### src/include/rst_irq_defines.vh
`ifndef RST_IRQ_DEFINES_VH
`define RST_IRQ_DEFINES_VH

// Malfunction reset hold, in fast clock periods; core_clk is the fast clock
`define MAL_RST_FC_PERIODS    24
`define CORE_CLK_PER_FC       1
// Product of the two above, sized to the stretch counter width
`define MAL_RST_CYCLES        5'h18
`define MAL_CNT_W             5

// Least low time of the reset pin, kept by the party driving it
`define EXT_RST_MIN_FC        12

// Vector addresses
`define VEC_RESET             16'hfffe
`define VEC_NO_LATCH          16'hfffc
`define VEC_TRAP              16'hfffa
`define VEC_WDT               16'hfff8
`define VEC_LOW_BASE          16'hfff6
`define VEC_HIGH_BASE         16'hffbe

// Source slots
`define SLOT_W                5
`define SLOT_NO_LATCH         5'h00
`define SLOT_TRAP             5'h02
`define SLOT_WDT              5'h03
`define SLOT_MASK_FIRST       5'h04
`define SLOT_HIGH_FIRST       5'h10
`define BIT_TRAP              2
`define BIT_WDT               3
`define BIT_EXT0              6
`define NUM_SLOTS             32

// Slot masks
`define SRC_PRESENT_MASK      32'h18fe6fd0
`define NMI_LATCH_MASK        32'h0000000c
`define MASKABLE_MASK         32'hfffffff0
`define LATCH_CLEAR           32'h00000000

// Clock select encodings
`define CLK_SEL_FAST          1'b0
`define CLK_SEL_SLOW          1'b1

// Action select values
`define ACTION_RESET          1'b1

`endif

### src/verilog/irq_arbiter.v
`timescale 1ns/1ps
`default_nettype none
`include "rst_irq_defines.vh"

module irq_arbiter
(
  input  wire [`NUM_SLOTS-1:0] pending,
  input  wire                  no_latch_req,
  output reg                   req,
  output reg  [`SLOT_W-1:0]    slot,
  output wire [15:0]           vector
);

  integer i;

  function [15:0] vec_of;
    input [`SLOT_W-1:0] s;
    reg   [`SLOT_W-1:0] off;
    begin
      off = `SLOT_W'h00;
      if (s == `SLOT_NO_LATCH)
        vec_of = `VEC_NO_LATCH;
      else if (s == `SLOT_TRAP)
        vec_of = `VEC_TRAP;
      else if (s == `SLOT_WDT)
        vec_of = `VEC_WDT;
      else if (s < `SLOT_HIGH_FIRST)
      begin
        off = s - `SLOT_MASK_FIRST;
        vec_of = `VEC_LOW_BASE - {10'h000, off, 1'b0};
      end
      else
      begin
        off = s - `SLOT_HIGH_FIRST;
        vec_of = `VEC_HIGH_BASE - {10'h000, off, 1'b0};
      end
    end
  endfunction

  // Scan downward so the lowest slot number, the highest priority, is left
  always @*
  begin
    req  = 1'b0;
    slot = `SLOT_NO_LATCH;
    for (i = `NUM_SLOTS - 1; i >= `SLOT_MASK_FIRST; i = i - 1)
    begin
      if (pending[i])
      begin
        req  = 1'b1; // RQ16
        slot = i[`SLOT_W-1:0];
      end
    end
    // Non-maskables share one level; a fixed pick is still needed for one vector
    if (pending[`BIT_WDT])
    begin
      req  = 1'b1; // RQ17
      slot = `SLOT_WDT;
    end
    if (pending[`BIT_TRAP])
    begin
      req  = 1'b1; // RQ17
      slot = `SLOT_TRAP;
    end
    if (no_latch_req)
    begin
      req  = 1'b1; // RQ17
      slot = `SLOT_NO_LATCH;
    end
  end

  assign vector = vec_of(slot); // RQ18 RQ19 RQ23

endmodule
`default_nettype wire

### src/verilog/mal_reset_stretch.v
`timescale 1ns/1ps
`default_nettype none
`include "rst_irq_defines.vh"

module mal_reset_stretch
#(
  parameter [`MAL_CNT_W-1:0] HOLD_CYCLES = `MAL_RST_CYCLES
)
(
  input  wire core_clk,
  input  wire reset,
  input  wire trigger,
  output wire hold
);

  reg [`MAL_CNT_W-1:0] cnt_r;

  // Power-up loads a full count: the spurious reset the core sees at power-on
  always @(posedge core_clk)
  begin
    if (reset)
      cnt_r <= HOLD_CYCLES; // RQ3
    else if (trigger)
      cnt_r <= HOLD_CYCLES; // RQ2
    else if (cnt_r != {`MAL_CNT_W{1'b0}})
      cnt_r <= cnt_r - {{(`MAL_CNT_W-1){1'b0}}, 1'b1};
  end

  assign hold = (cnt_r != {`MAL_CNT_W{1'b0}}); // RQ2

endmodule
`default_nettype wire

### src/verilog/reset_and_interrupt_vectoring.v
`timescale 1ns/1ps
`default_nettype none
`include "rst_irq_defines.vh"

// Contract
// [RQ1] Reset from pin, address trap, watchdog, clock shutdown; last three are malfunction.
// [RQ2] Malfunction reset request holds internal reset at most 24 fast clocks.
// [RQ3] Malfunction logic not cleared by power-up; up to 24-clock spurious reset.
// [RQ4] Any reset clears master enable, individual enables and request latches.
// [RQ5] Reset clears timing generator prescaler and divider, leaves watchdog enabled.
// [RQ6] Reset leaves stack pointer, registers, flags and RAM untouched.
// [RQ7] External party holds reset pin low at least twelve fast clocks.
// [RQ8] On release the core loads the PC from the top-of-memory reset vector.
// [RQ9] Fetch from special area or data buffer traps; RAM too when selected.
// [RQ10] Address trap gives reset or non-maskable interrupt by selection.
// [RQ11] Trap and watchdog actions default to reset; interrupt only when cleared.
// [RQ12] Oscillator shutdown writes that would stall the clock cause reset.
// [RQ13] Twenty-two sources besides reset; four non-maskable, rest maskable.
// [RQ14] Each latched source has its own latch set on request and vector.
// [RQ15] Maskable source accepted only with master and its own enable set.
// [RQ16] Fixed priority: reset, non-maskables, then slots 4 to 31 in order.
// [RQ17] The four non-maskables share one priority level.
// [RQ18] Software and undefined-opcode share FFFC, trap FFFA, watchdog FFF8.
// [RQ19] Slot n uses latch n, enable n; vectors descend by two per slot. The code steps from FFE0 at slot 15 to FFBE at slot 16.
// [RQ20] External interrupt zero also needs its pin-function gate set.
// [RQ21] Acceptance clears its latch, stacks and clears master enable; return restores.
// [RQ22] Reserved slots keep positions but are never requested by hardware.
// [RQ23] Vector of the best pending request is presented in the same cycle.
module reset_and_interrupt_vectoring
#(
  parameter [15:0] SFR_FIRST = 16'h0000,
  parameter [15:0] SFR_LAST  = 16'h003f,
  parameter [15:0] RAM_FIRST = 16'h0040,
  parameter [15:0] RAM_LAST  = 16'h023f,
  parameter [15:0] DBR_FIRST = 16'h0f00,
  parameter [15:0] DBR_LAST  = 16'h0fff
)
(
  input  wire                  core_clk,
  input  wire                  reset,
  input  wire                  reset_pin_n,
  input  wire                  fetch_valid,
  input  wire [15:0]           fetch_addr,
  input  wire                  trap_ram_area_select,
  input  wire                  watchdog_control_one_wr,
  input  wire                  trap_action_wdata,
  input  wire                  watchdog_action_wdata,
  input  wire                  watchdog_overflow,
  input  wire                  system_control_two_wr,
  input  wire                  fast_osc_en_wdata,
  input  wire                  slow_osc_en_wdata,
  input  wire                  clk_select,
  input  wire [`NUM_SLOTS-1:0] irq_src,
  input  wire                  software_irq,
  input  wire                  undefined_opcode_irq,
  input  wire                  ext_irq_zero_gate,
  input  wire                  latch_wr,
  input  wire [`NUM_SLOTS-1:0] latch_wdata,
  input  wire                  enable_wr,
  input  wire [`NUM_SLOTS-1:0] enable_wdata,
  input  wire                  imf_wr,
  input  wire                  imf_wdata,
  input  wire                  irq_ack,
  input  wire                  reti,
  input  wire                  reti_imf,
  output wire                  core_reset,
  output wire                  reset_vector_fetch,
  output wire [15:0]           reset_vector_addr,
  output wire                  prescaler_clear,
  output wire                  watchdog_force_enable,
  output wire                  osc_write_block,
  output wire                  trap_action_select,
  output wire                  watchdog_action_select,
  output wire [`NUM_SLOTS-1:0] request_latches,
  output wire [`NUM_SLOTS-1:0] source_enable_bits,
  output wire                  global_irq_enable,
  output wire                  imf_stacked,
  output wire                  irq_request,
  output wire [`SLOT_W-1:0]    irq_slot,
  output wire [15:0]           irq_vector
);

  // Inclusive bounds; the areas are parameters so a smaller map can reuse this
  function in_range;
    input [15:0] a;
    input [15:0] lo;
    input [15:0] hi;
    begin
      in_range = (a >= lo) && (a <= hi);
    end
  endfunction

  // One-hot mask of a source slot
  function [`NUM_SLOTS-1:0] slot_bit;
    input [`SLOT_W-1:0] s;
    begin
      slot_bit = {{(`NUM_SLOTS-1){1'b0}}, 1'b1} << s;
    end
  endfunction

  reg                  pin_meta_r;
  reg                  pin_sync_r;
  reg                  core_reset_r;
  reg                  rst_fetch_r;
  reg                  trap_action_r;
  reg                  wdt_action_r;
  reg [`NUM_SLOTS-1:0] latch_r;
  reg [`NUM_SLOTS-1:0] latch_nxt;
  reg [`NUM_SLOTS-1:0] enable_r;
  reg                  imf_r;
  reg                  imf_nxt;
  reg                  imf_stack_r;

  wire                  pin_low;
  wire                  mal_hold;
  wire                  int_rst;
  wire                  trap_area;
  wire                  trap_hit;
  wire                  trap_rst_req;
  wire                  trap_irq_set;
  wire                  wdt_rst_req;
  wire                  wdt_irq_set;
  wire                  clk_rst_req;
  wire                  mal_trigger;
  wire [`NUM_SLOTS-1:0] set_vec;
  wire [`NUM_SLOTS-1:0] sw_clr;
  wire [`NUM_SLOTS-1:0] ack_clr;
  wire [`NUM_SLOTS-1:0] accept_mask;
  wire [`NUM_SLOTS-1:0] pending;
  wire                  no_latch_req;
  wire                  arb_req;
  wire [`SLOT_W-1:0]    arb_slot;
  wire                  take;

  // Reset pin is asynchronous to core_clk
  always @(posedge core_clk)
  begin
    if (reset)
    begin
      pin_meta_r <= 1'b1;
      pin_sync_r <= 1'b1;
    end
    else
    begin
      pin_meta_r <= reset_pin_n;
      pin_sync_r <= pin_meta_r;
    end
  end

  // Pin low time is not measured; a driver obeying the minimum width is assumed
  assign pin_low = ~pin_sync_r; // RQ1 RQ7

  // Address trap: fetch into register, buffer or optionally RAM space
  assign trap_area = in_range(fetch_addr, SFR_FIRST, SFR_LAST) |
                     in_range(fetch_addr, DBR_FIRST, DBR_LAST) |
                     (trap_ram_area_select & in_range(fetch_addr, RAM_FIRST, RAM_LAST)); // RQ9
  assign trap_hit     = fetch_valid & ~core_reset_r & trap_area; // RQ9
  assign trap_rst_req = trap_hit & (trap_action_r == `ACTION_RESET); // RQ10
  assign trap_irq_set = trap_hit & (trap_action_r != `ACTION_RESET); // RQ10

  assign wdt_rst_req = watchdog_overflow & (wdt_action_r == `ACTION_RESET); // RQ11
  assign wdt_irq_set = watchdog_overflow & (wdt_action_r != `ACTION_RESET); // RQ11

  // A write that would stop the clock feeding the core is refused and resets
  assign clk_rst_req = system_control_two_wr &
                       ((~fast_osc_en_wdata & ~slow_osc_en_wdata) |
                        (~fast_osc_en_wdata & (clk_select == `CLK_SEL_FAST)) |
                        (~slow_osc_en_wdata & (clk_select == `CLK_SEL_SLOW))); // RQ12
  // The refused write never reaches the oscillators, so both keep running
  assign osc_write_block = clk_rst_req; // RQ12

  assign mal_trigger = trap_rst_req | wdt_rst_req | clk_rst_req; // RQ1

  // One stretcher for all malfunction sources; a new trigger restarts the count
  mal_reset_stretch
  #(
    .HOLD_CYCLES (`MAL_RST_CYCLES)
  )
  u_stretch
  (
    .core_clk (core_clk),
    .reset    (reset),
    .trigger  (mal_trigger),
    .hold     (mal_hold)
  );

  assign int_rst = reset | pin_low | mal_hold; // RQ1

  // Only the reset-related state lives here; core registers and RAM see no reset
  always @(posedge core_clk)
  begin
    if (reset)
    begin
      core_reset_r <= 1'b1;
      rst_fetch_r  <= 1'b0;
    end
    else
    begin
      core_reset_r <= int_rst; // RQ6
      rst_fetch_r  <= core_reset_r & ~int_rst; // RQ8
    end
  end

  assign core_reset            = core_reset_r;
  assign reset_vector_fetch    = rst_fetch_r; // RQ8
  assign reset_vector_addr     = `VEC_RESET; // RQ8
  assign prescaler_clear       = core_reset_r; // RQ5
  assign watchdog_force_enable = core_reset_r; // RQ5

  // Action selects
  // Both return to reset request whenever the internal reset is active
  always @(posedge core_clk)
  begin
    if (int_rst)
    begin
      trap_action_r <= `ACTION_RESET; // RQ11
      wdt_action_r  <= `ACTION_RESET; // RQ11
    end
    else if (watchdog_control_one_wr)
    begin
      trap_action_r <= trap_action_wdata; // RQ10
      wdt_action_r  <= watchdog_action_wdata;
    end
  end

  assign trap_action_select     = trap_action_r;
  assign watchdog_action_select = wdt_action_r;

  // Interrupt acceptance
  assign no_latch_req = software_irq | undefined_opcode_irq; // RQ18
  // Acceptance is refused during internal reset so no latch is cleared unseen
  assign take         = irq_ack & arb_req & ~core_reset_r;

  // Latch bits 0 and 1 do not exist; software and undefined-opcode are unlatched
  assign set_vec = (irq_src & `SRC_PRESENT_MASK) |
                   ({`NUM_SLOTS{trap_irq_set}} & slot_bit(`SLOT_TRAP)) |
                   ({`NUM_SLOTS{wdt_irq_set}} & slot_bit(`SLOT_WDT)); // RQ14 RQ22
  assign sw_clr  = latch_wr ? ~latch_wdata : `LATCH_CLEAR;
  assign ack_clr = (take && (arb_slot != `SLOT_NO_LATCH)) ? slot_bit(arb_slot) : `LATCH_CLEAR; // RQ21

  // A new request beats a software or acceptance clear in the same cycle
  always @*
  begin
    latch_nxt = ((latch_r & ~sw_clr & ~ack_clr) | set_vec) &
                (`SRC_PRESENT_MASK | `NMI_LATCH_MASK); // RQ14
  end

  // Acceptance outranks a return, which outranks a plain write, when they meet
  always @*
  begin
    imf_nxt = imf_r;
    if (take)
      imf_nxt = 1'b0; // RQ21
    else if (reti)
      imf_nxt = reti_imf; // RQ21
    else if (imf_wr)
      imf_nxt = imf_wdata;
  end

  always @(posedge core_clk)
  begin
    if (int_rst)
    begin
      latch_r     <= `LATCH_CLEAR; // RQ4
      enable_r    <= `LATCH_CLEAR; // RQ4
      imf_r       <= 1'b0; // RQ4
      imf_stack_r <= 1'b0;
    end
    else
    begin
      latch_r <= latch_nxt;
      imf_r   <= imf_nxt;
      if (enable_wr)
        enable_r <= enable_wdata & `MASKABLE_MASK; // RQ19
      if (take)
        imf_stack_r <= imf_r; // RQ21
    end
  end

  // Non-maskable latches bypass the master enable; slot 6 also needs its pin gate
  assign accept_mask = `NMI_LATCH_MASK |
                       ({`NUM_SLOTS{imf_r}} & enable_r & `MASKABLE_MASK &
                        ~({`NUM_SLOTS{~ext_irq_zero_gate}} & slot_bit(`BIT_EXT0))); // RQ13 RQ15 RQ20
  assign pending     = latch_r & accept_mask; // RQ15

  irq_arbiter u_arb
  (
    .pending      (pending),
    .no_latch_req (no_latch_req),
    .req          (arb_req),
    .slot         (arb_slot),
    .vector       (irq_vector)
  );

  // The arbiter itself is ungated; requests are hidden while the core is in reset
  assign irq_request        = arb_req & ~core_reset_r; // RQ16 RQ23
  assign irq_slot           = arb_slot;
  assign request_latches    = latch_r;
  assign source_enable_bits = enable_r;
  assign global_irq_enable  = imf_r;
  assign imf_stacked        = imf_stack_r;

endmodule
`default_nettype wire
### config.mk
export PLATFORM = sky130hd
export DESIGN_NAME = reset_and_interrupt_vectoring
export DESIGN_NICKNAME = d
export VERILOG_FILES = /design/src/verilog/irq_arbiter.v /design/src/verilog/mal_reset_stretch.v /design/src/verilog/reset_and_interrupt_vectoring.v
export VERILOG_INCLUDE_DIRS = /design/src /design/src/include
export SDC_FILE = /design/constraint.sdc
export NUM_CORES = 1
export LEC_CHECK = 0
export ABC_AREA = 1
export ABC_CLOCK_PERIOD_IN_PS = 2250
export BUFFER_PORTS_ARGS = -buffer_cell sky130_fd_sc_hd__buf_4
export CELL_PAD_IN_SITES_DETAIL_PLACEMENT = 0
export CELL_PAD_IN_SITES_GLOBAL_PLACEMENT = 2
export CORE_ASPECT_RATIO = 0.75
export CORE_MARGIN = 5
export CORE_UTILIZATION = 20
export CTS_CLUSTER_DIAMETER = 30
export CTS_CLUSTER_SIZE = 25
export DETAILED_ROUTE_END_ITERATION = 12
export GPL_ROUTABILITY_DRIVEN = 1
export HOLD_SLACK_MARGIN = 0.03
export PLACE_DENSITY_LB_ADDON = 0.1
export SLEW_MARGIN = 40
export SYNTH_ARGS = -nofsm -noshare
export SYNTH_HDL_FRONTEND = slang
export SYNTH_SLANG_ARGS = --single-unit
### constraint.sdc
create_clock -name core_clk -period 2.25 [get_ports core_clk]
set_clock_uncertainty 0.05 [all_clocks]
set_input_delay 0.225 -clock core_clk [delete_from_list [all_inputs] [get_ports core_clk]]
set_output_delay 0.225 -clock core_clk [all_outputs]
set_load 0.05 [all_outputs]
==> results.md, run 1 <==
- Setup TNS: -1840 ps
- P per Cell Area: 513 mW/mm²
- Root buf cell: clkbuf_16
- Max-cap violations: 0
- Layout Area Growth over Synthesis: 68.6%
- Die Y: 124 µm
- Average size of a mapped cell: 7.21 µm²
- Fin crit share: 1.10
- Io pins: 246
- ANT cells: 0
- RSZ-0062 raised after global routing: true
- Global-route wire length before repair: 21,100 µm
- Pwr Total: 2990 µW
- Syn. warnings: 0
- Synth top area cells: dfxtp_1, nand2_1, buf_4
- DRC errors left: 0
- Worst path required time: 1980 ps
- Synth cell types: 40
- Placed cell area: 0.00509 mm²
- Post-synthesis cell count: 479
- Final Hold Viols: 0
- Antenna Nets Post-Route: 0
- Most common cell after layout, fill and taps aside: buf_4
- Post-synthesis sequential area ratio: 0.353
- 1st-iter DRT viols: 157
- Filler cell count: 1,818
- VDD IR max: 0.321 mV
- Failing checks: setup timing
- Clk_lat worst skew: 340 ps
- Crit end category: primary output
- Slew @ Worst Pin: 691 ps
- Pre-CTS worst setup slack: -77.2 ps
- Synthesized cell area: 0.00345 mm²
- Initial Utilization: 0.205
- CTS tree: built
- Initial antenna violation count: 0
- Peak Freq: 406 MHz
- Share of the synthesized area in the top cell type: 0.353
- Via density: 4.14
- Min Tclk post-route: 2470 ps
- Most frequent cells in the layout: buf_4, nand2_1, a21oi_1
- CORE AREA: 0.0169 mm²
- Vias post-DR: 3,759
- Critical Path Fanout Max: 6
- Vias in the first global route: 3,757
- Sink Count: 61
- Share of cells above drive strength 1: 0.468
- Hold Crit Class: in -> reg
- Die area: 0.0200 mm²
- Largest net degree at the start of global routing: 44
- WP data arrival: 2190 ps
- Worst hold slack: 43.4 ps
- Nets: 824
- Static leakage: 0.00282 µW
- Gpl congestion: 0.787
- Final WL: 14,300 µm
- Max Buffers Root-to-Sink: 2
- Rel. slew slack: 0.539
- Die Width: 162 µm
- Outcome: complete, but fails checks
- Slew Limit Fails: 0
- Final instance area: 0.00583 mm²
- Final worst slack: -215 ps
- Row Count: 41
- CTS H-Tree Depth: 3
- Number of buffers created by CTS: 9
- Synth Register Bits: 61
- Area leader, netlist: dfxtp_1
- Dpl hpwl: 11,300 µm
- Router iterations before antenna repair: 4
- R2R cell count: 21
- Hold Path Cell Cnt: 3
- GRT Util Overall: 0.139
- Gr ovfl total: 0
- Critical Path Source Type: flop
- Final setup fails: 26
- CTS clk-pin slew, worst paths: 50 ps
- WL/cell: 15.7 µm
- Setup CP Type: reg -> out
- PortBufs: 166
[flip-flops by register name, summed over array words and instances (netlist names)]
name and count:
imf_stacked 1, reset_vector_fetch 1, global_irq_enable 1, core_reset 1, source_enable_bits 28, trap_action_select 1, watchdog_action_select 1, pin_meta_r 1
request_latches 20, u_stretch.cnt_r 5, pin_sync_r 1
[final timing paths]
check | slack [ps] | to | from
max | -220 | irq_vector[1] | global_irq_enable$_SDFFE_PP0P_
min | 40 | request_latches[28]$_SDFF_PP0_ | irq_src[28]
max reg2reg | -100 | request_latches[8]$_SDFF_PP0_ | global_irq_enable$_SDFFE_PP0P_
min reg2reg | 360 | pin_sync_r$_SDFF_PP1_ | pin_meta_r$_SDFF_PP1_
[synth_stat cells, drive strengths merged]
master / n
a221oi: 1
nand3: 35
o21a: 9
or2: 3
nand4: 9
nor2: 25
a21oi: 58
clkbuf: 12
o31ai: 4
o21ai: 17
nand2: 111
dfxtp: 61
xnor2: 1
buf: 47
a21boi: 2
o21bai: 11
o32ai: 1
conb: 2
o211ai: 4
inv: 57
nand3b: 1
nor3: 1
nor4: 4
a211oi: 1
ha: 2
[per-stage QoR]
stage          instances   util
6_report             907  0.345
2_1_floorplan        520      -
3_5_place_dp         874  0.302
3_3_place_gp         874  0.302
4_1_cts              899  0.335
5_1_grt              907  0.345
[kinds of logic after synthesis]
group | after synthesis | share of synthesized area
AND/OR/NAND/NOR | 189 | 0.264
flip-flops | 61 | 0.353
AO/OA/AOI/OAI | 108 | 0.190
adder cells (fa/ha/maj) | 2 | 0.00724
XOR/XNOR | 1 | 0.00254
other | 2 | 0.00217
buffers and inverters | 116 | 0.180
[what timing repair did]
item / in CTS / in global routing
resized for setup: 41 / 28
pin swaps: 21 / 15
hold endpoints to repair: 1 / 0
setup buffers: 8 / 9
endpoints found under the setup margin: 27 / 31
hold buffers: 1 / 0
[cell type report]
cell class              instances  area (µm²)  share of cell area
clock buffers                  13         282              0.0483
clock inverters                 3        40.0             0.00687
inverters                      57         231              0.0397
multi-input cells             343        2010               0.345
flip-flops and latches         61        1250               0.215
well taps                     215         269              0.0462
repair buffers                215        1740               0.299
[routing by layer]
| layer | up-vias | part of all wire | GRT usage |
|---|---|---|---|
| met5 | - | 0 | 0 |
| met4 | 0 | 0.010 | 0.0349 |
| met3 | 11 | 0.097 | 0.0645 |
| met2 | 130 | 0.40 | 0.196 |
| met1 | 1716 | 0.49 | 0.191 |
| li1 | 1902 | - | - |
[worst max-delay path, stage by stage, from the launching register on]
cell,delay [ps]
dfxtp_4,410
buf_6,150
nand3_4,90
nand2_2,70
nand2_1,50
nand2_1,70
nand2_1,50
nand2_1,60
nand2_1,50
nand2_1,50
nand2_1,50
nand2_1,50
nand2_1,50
nand2_1,70
nand2_2,80
a21boi_4,290
a21oi_4,50
buf_6,160
[power breakdown]
| group | leakage [µW] | internal, µW | switching [µW] |
|---|---|---|---|
| Clock | 0.000161 | 982 | 523 |
| Sequential | 0.000505 | 1090 | 4.86 |
| Combinational | 0.00215 | 140 | 255 |
No activity file was read; power rests on OpenSTA's default activity.
==> inputs of run 2 (changes only) <==
==> constraint.sdc (replaced) <==
create_clock -name core_clk -period 2.25 [get_ports core_clk]
set_clock_uncertainty 0.05 [all_clocks]
set_input_delay 0.1125 -clock core_clk [delete_from_list [all_inputs] [get_ports core_clk]]
set_output_delay 0.1125 -clock core_clk [all_outputs]
set_load 0.05 [all_outputs]
==> run 2 against run 1 <==
  * The run still ends with setup timing left
  * Core utilization rose by 3.9 points
  * Sequential cell count did not move
  * Non-clock buffer count rose by 60
  * Routed wire length rose by 1.9%
  * Critical path type unchanged
==> results.md, run 2 (synthesis gave the netlist of run 1 again) <==
- Outcome: complete, but fails checks
- Failing checks: setup timing
- Most frequent cells in the layout: buf_4, nand2_1, a21oi_1, dlygate4sd3_1, inv_1
- Dpl hpwl: 11,200 µm
- Gr ovfl total: 0
- Number of buffers created by CTS: 9
- Gpl congestion: 0.821
- Global-route wire length before repair: 22,000 µm
- Slew @ Worst Pin: 743 ps
- CORE AREA: 0.0169 mm²
- CTS clk-pin slew, worst paths: 50 ps
- Switching Share: 0.255
- Rel. slew slack: 0.504
- Combinational share of power: 0.149
- Row Count: 41
- Layer with the highest usage: met2
- 1st-iter DRT viols: 179
- Die area: 0.0200 mm²
- Die Y: 124 µm
- Cell internal pwr: 2350 µW
- Static leakage: 0.00303 µW
- Share of cells above drive strength 1: 0.438
- R2r startpoint: global_irq_enable$_SDFFE_PP0P_
- Layout Area Growth over Synthesis: 87.7%
- Root buf cell: clkbuf_16
- Pwr Total: 3160 µW
- Met1 GRT Util: 0.201
- Delay-heaviest family, CP: simple AND/OR/NAND/NOR gates
- R2r setup slk: -80 ps
- Router iterations before antenna repair: 4
- Worst hold slack: 42.3 ps
- Vias in the first global route: 3,952
- Hold path endpoint: request_latches[17]$_SDFF_PP0_
- Clk_lat worst skew: 330 ps
- Critical path's largest stage delay: 430 ps
- Antenna Nets Post-Route: 0
- Min Tclk post-route: 2420 ps
- Initial antenna violation count: 0
- Worst hold path startpoint: latch_wdata[17]
- CP Buf/Inv Count: 3
- CTS tree: built
- Nets: 884
- Hold Crit Class: in -> reg
- Hold Path Cell Cnt: 3
- Met3 Use GR: 0.0519
- Via density: 4.16
- Clock network power share: 0.505
- Flop pwr share: 0.346
- Worst path required time: 2090 ps
- Vias post-DR: 4,026
- Largest net degree at the start of global routing: 34
- Critical path, cell by cell: nand3_4, buf_4, nand3_1, nand3_1, a21boi_2, o21a_1, o21bai_1, nand2_1, nand2_2, nand2_1, nand2_2, buf_6, a21oi_4, buf_6
- Max-cap violations: 0
- Crit end category: primary output
- VDD IR max: 0.332 mV
- Final setup fails: 19
- WP data arrival: 2250 ps
- Critical Path Source Type: flop
- GRT Util Overall: 0.142
- Max reg flops: 28
- Most common cell after layout, fill and taps aside: buf_4
- Final worst slack: -166 ps
- DRC errors left: 0
- Final WL: 14,500 µm
- Slowest cell on the critical path: dfxtp_4
- Reg2reg end: request_latches[28]$_SDFF_PP0_
- Filler cell count: 1,782
- CTS H-Tree Depth: 3
- Peak Freq: 414 MHz
- Final Hold Viols: 0
- Fin crit share: 1.07
- Sink Count: 61
- R2R cell count: 22
- P per Cell Area: 487 mW/mm²
- RSZ-0062 raised after global routing: true
- WL/cell: 15.0 µm
- Setup CP Type: reg -> out
- Max Buffers Root-to-Sink: 2
- Critical Path Fanout Max: 6
- Io pins: 246
- ANT cells: 0
- Initial Utilization: 0.205
- Slew Limit Fails: 0
- PortBufs: 166
- Die Width: 162 µm
- GR met2 Demand/Resource: 0.208
- Switching power total: 803 µW
-- run 2: changes by cell type in the layout (fill, tap and decap cells not counted), sizes merged --
cell,delta
dlygate4sd3,+53
buf,+7
bufinv,+1
clkinv,-1
-- run 2: worst max path at each step --
| stage | slack (ps) | from | depth (start not counted) | end |
|---|---|---|---|---|
| 6_report | -170 | global_irq_enable$_SDFFE_PP0P_ | 14 | irq_vector[1] |
| 5_1_grt | -340 | global_irq_enable$_SDFFE_PP0P_ | 19 | irq_vector[1] |
| 4_1_cts | -160 | global_irq_enable$_SDFFE_PP0P_ | 20 | irq_vector[1] |
| 3_5_place_dp | -50 | global_irq_enable$_SDFFE_PP0P_ | 12 | request_latches[28]$_SDFF_PP0_ |
| 3_3_place_gp | -50 | global_irq_enable$_SDFFE_PP0P_ | 12 | request_latches[28]$_SDFF_PP0_ |
| 2_1_floorplan | -130 | global_irq_enable$_SDFFE_PP0P_ | 13 | request_latches[2]$_SDFF_PP0_ |
-- run 2: through the flow --
stage / util / setup TNS, ps / std cells / worst slack [ps] / cell area, µm²
after floorplan: - / -1780 / 520 / -134 / 3710
after global placement: 0.303 / -136 / 879 / -48.3 / 5120
after detailed placement: 0.303 / -148 / 879 / -47.2 / 5120
after CTS: 0.377 / -739 / 963 / -163 / 6370
after global routing: 0.384 / -5680 / 967 / -339 / 6480
final: 0.384 / -1040 / 967 / -166 / 6480
-- run 2: final cells by class --
cell class	count	area, µm²	share of cell area
Tap cell	215	269	0.0415
Multi-Input combinational cell	343	2050	0.317
Timing Repair Buffer	275	2340	0.360
Sequential cell	61	1250	0.193
Inverter	57	234	0.0361
Clock inverter	3	65.1	0.0100
Clock buffer	13	272	0.0419
-- run 2: power by group through the flow --
stage / clock [µW] / combinational [µW] / sequential (µW)
global route: 1680 / 505 / 1090
floorplan: 0 / 291 / 1110
CTS: 1640 / 471 / 1090
detailed placement: 0 / 391 / 1110
finish: 1590 / 471 / 1090
global placement: 0 / 387 / 1110
-- run 2: repair_timing --
item,in CTS,in global routing
resized for setup,62,20
hold buffers,54,0
pin swaps,21,20
hold endpoints to repair,51,0
endpoints found under the setup margin,20,29
gates cloned,0,0
buffers inserted,15,5
-- run 2: worst min-delay path, delay by kind of cell --
family,cells,cell delay [ps]
AOI/OAI and AO/OA,2,180
buffers and inverters,1,80
-- run 2: metal layers --
metal	up-vias	part of all wire
met5	-	0
met4	0	0.011
met3	14	0.084
met2	149	0.41
met1	1842	0.49
li1	2021	-
==> inputs of run 3 (changes only) <==
--- a/config.mk
+++ b/config.mk
@@ -20,6 +20,8 @@
 export GPL_ROUTABILITY_DRIVEN = 1
 export HOLD_SLACK_MARGIN = 0.03
 export PLACE_DENSITY_LB_ADDON = 0.1
+export RECOVER_POWER = 25
+export REMOVE_ABC_BUFFERS = 1
 export SLEW_MARGIN = 40
 export SYNTH_ARGS = -nofsm -noshare
 export SYNTH_HDL_FRONTEND = slang
==> run 3 against run 2 <==
  * The flow still finishes with violations (setup timing)
  * Critical path type unchanged
  * Highest routed layer unchanged
  * Register-to-register slack barely moved
  * Sequential cell count did not move
  * Setup slack improved by 44 ps
  * Total power fell by 2.4%
  * Clock power fell by 4%
  * Critical path depth did not move
  * Die area did not move
==> results.md, run 3 (synthesis gave the netlist of run 1 again) <==
- Outcome: complete, but fails checks
- Failing checks: setup timing
- Clk_lat worst skew: 330 ps
- Count of non-filler cells in the finished layout: 967
- Max-cap violations: 0
- Most common cell after layout, fill and taps aside: buf_4
- Slew @ Worst Pin: 674 ps
- Dpl hpwl: 11,000 µm
- RSZ-0062 raised after global routing: true
- P per Cell Area: 494 mW/mm²
- Vias post-DR: 3,908
- Max reg flops: 28
- Final worst slack: -122 ps
- Worst path required time: 2090 ps
- Setup TNS: -339 ps
- WL/cell: 14.9 µm
- GRT Util Overall: 0.138
- Most frequent cells in the layout: buf_4, nand2_1, dfxtp_1
- Layout Area Growth over Synthesis: 80.4%
- Gpl congestion: 0.778
- Die Width: 162 µm
- Die Y: 124 µm
- Number of buffers created by CTS: 9
- Crit end category: primary output
- Nets: 884
- Min Tclk post-route: 2370 ps
- Final WL: 14,400 µm
- 1st-iter DRT viols: 103
- Critical Path Source Type: flop
- Final setup fails: 10
- Rel. slew slack: 0.553
- WP data arrival: 2210 ps
- Hold Crit Class: in -> reg
- Router iterations before antenna repair: 4
- Initial antenna violation count: 0
- Root buf cell: clkbuf_16
- PortBufs: 166
- Static leakage: 0.00289 µW
- Antenna Nets Post-Route: 0
- CTS H-Tree Depth: 3
- Max Buffers Root-to-Sink: 2
- Row Count: 41
- Hold Path Cell Cnt: 3
- Slew Limit Fails: 0
- CTS clk-pin slew, worst paths: 60 ps
- Fin crit share: 1.05
- ANT cells: 0
- Critical Path Fanout Max: 4
- VDD IR max: 0.390 mV
- Initial Utilization: 0.205
- Vias in the first global route: 3,954
- CTS tree: built
- Gr ovfl total: 0
- Global-route wire length before repair: 21,600 µm
- CORE AREA: 0.0169 mm²
- Setup CP Type: reg -> out
- Io pins: 246
- Sink Count: 61
- Final Hold Viols: 0
- Largest net degree at the start of global routing: 30
- Die area: 0.0200 mm²
- Peak Freq: 422 MHz
- Via density: 4.04
- Placed cells: 888
- DRC errors left: 0
- Share of cells above drive strength 1: 0.375
- R2R cell count: 13
run 3: cell count changes in the layout (fill, tap and decap cells not counted), sizes merged:
| cell | change |
|---|---|
| clkbuf | +23 |
| clkinvlp | +2 |
| buf | -25 |
run 3: timing repair:
action / CTS / global route
resized for setup: 50 / 23
buffers inserted: 8 / 1
endpoints found under the hold margin: 50 / 0
hold buffers: 54 / 0
setup endpoints to repair: 24 / 40
pin swaps: 17 / 27
run 3: path summary, 6_finish.rpt:
kind              slack [ps]                             end                            from
setup / recovery        -120                   irq_vector[1]  global_irq_enable$_SDFFE_PP0P_
hold / removal            40  request_latches[17]$_SDFF_PP0_                 latch_wdata[17]
setup reg to reg         -70   request_latches[2]$_SDFF_PP0_  global_irq_enable$_SDFFE_PP0P_
hold reg to reg          370           pin_sync_r$_SDFF_PP1_           pin_meta_r$_SDFF_PP1_
run 3: area by class of cell:
type / count / area [µm²]
clock inverter: 5 / 83.8
sequential: 61 / 1220
tap: 215 / 269
timing repair buffer: 275 / 2210
clock buffer: 11 / 243
inverter: 57 / 219
fill: 1830 / 10600
multi-input combinational: 343 / 1990
run 3: metrics by stage:
step	instance area [µm²]	total power [µW]	util	setup WS, ps	hold WS (ps)
2_1_floorplan	3200	1340	-	-1170	166
3_3_place_gp	5070	1510	0.300	-66.7	257
3_5_place_dp	5070	1510	0.300	-71.8	254
4_1_cts	6220	3140	0.368	-150	33.4
5_1_grt	6230	3220	0.369	-300	50.4
6_report	6230	3080	0.369	-122	40.7
run 3: report_power, final:
group / switching (µW) / leakage (µW) / internal, µW
Clock: 517 / 0.000152 / 1000
Sequential: 4.75 / 0.000493 / 1090
Combinational: 273 / 0.00224 / 198
run 3: per-layer routing:
metal	track usage	part of all wire	up-vias	routed length, µm
li1	-	-	2015	-
met1	0.187	0.48	1769	6890
met2	0.221	0.44	117	6330
met3	0.0437	0.073	7	1040
met4	0.0238	0.0070	0	100
met5	0	0	-	0
run 3: critical path, cell delays in order, from the launching register on:
cell      delay [ps]
dfxtp_4          370
buf_6            120
nand3_4           70
nand3_2          100
nand3_2           70
a21boi_2         130
o21a_1           170
o21bai_1          90
nand2_1           90
nand2_2           80
nand2_2           80
nand2_4           60
buf_6            140
a21oi_4          160
buf_8            160
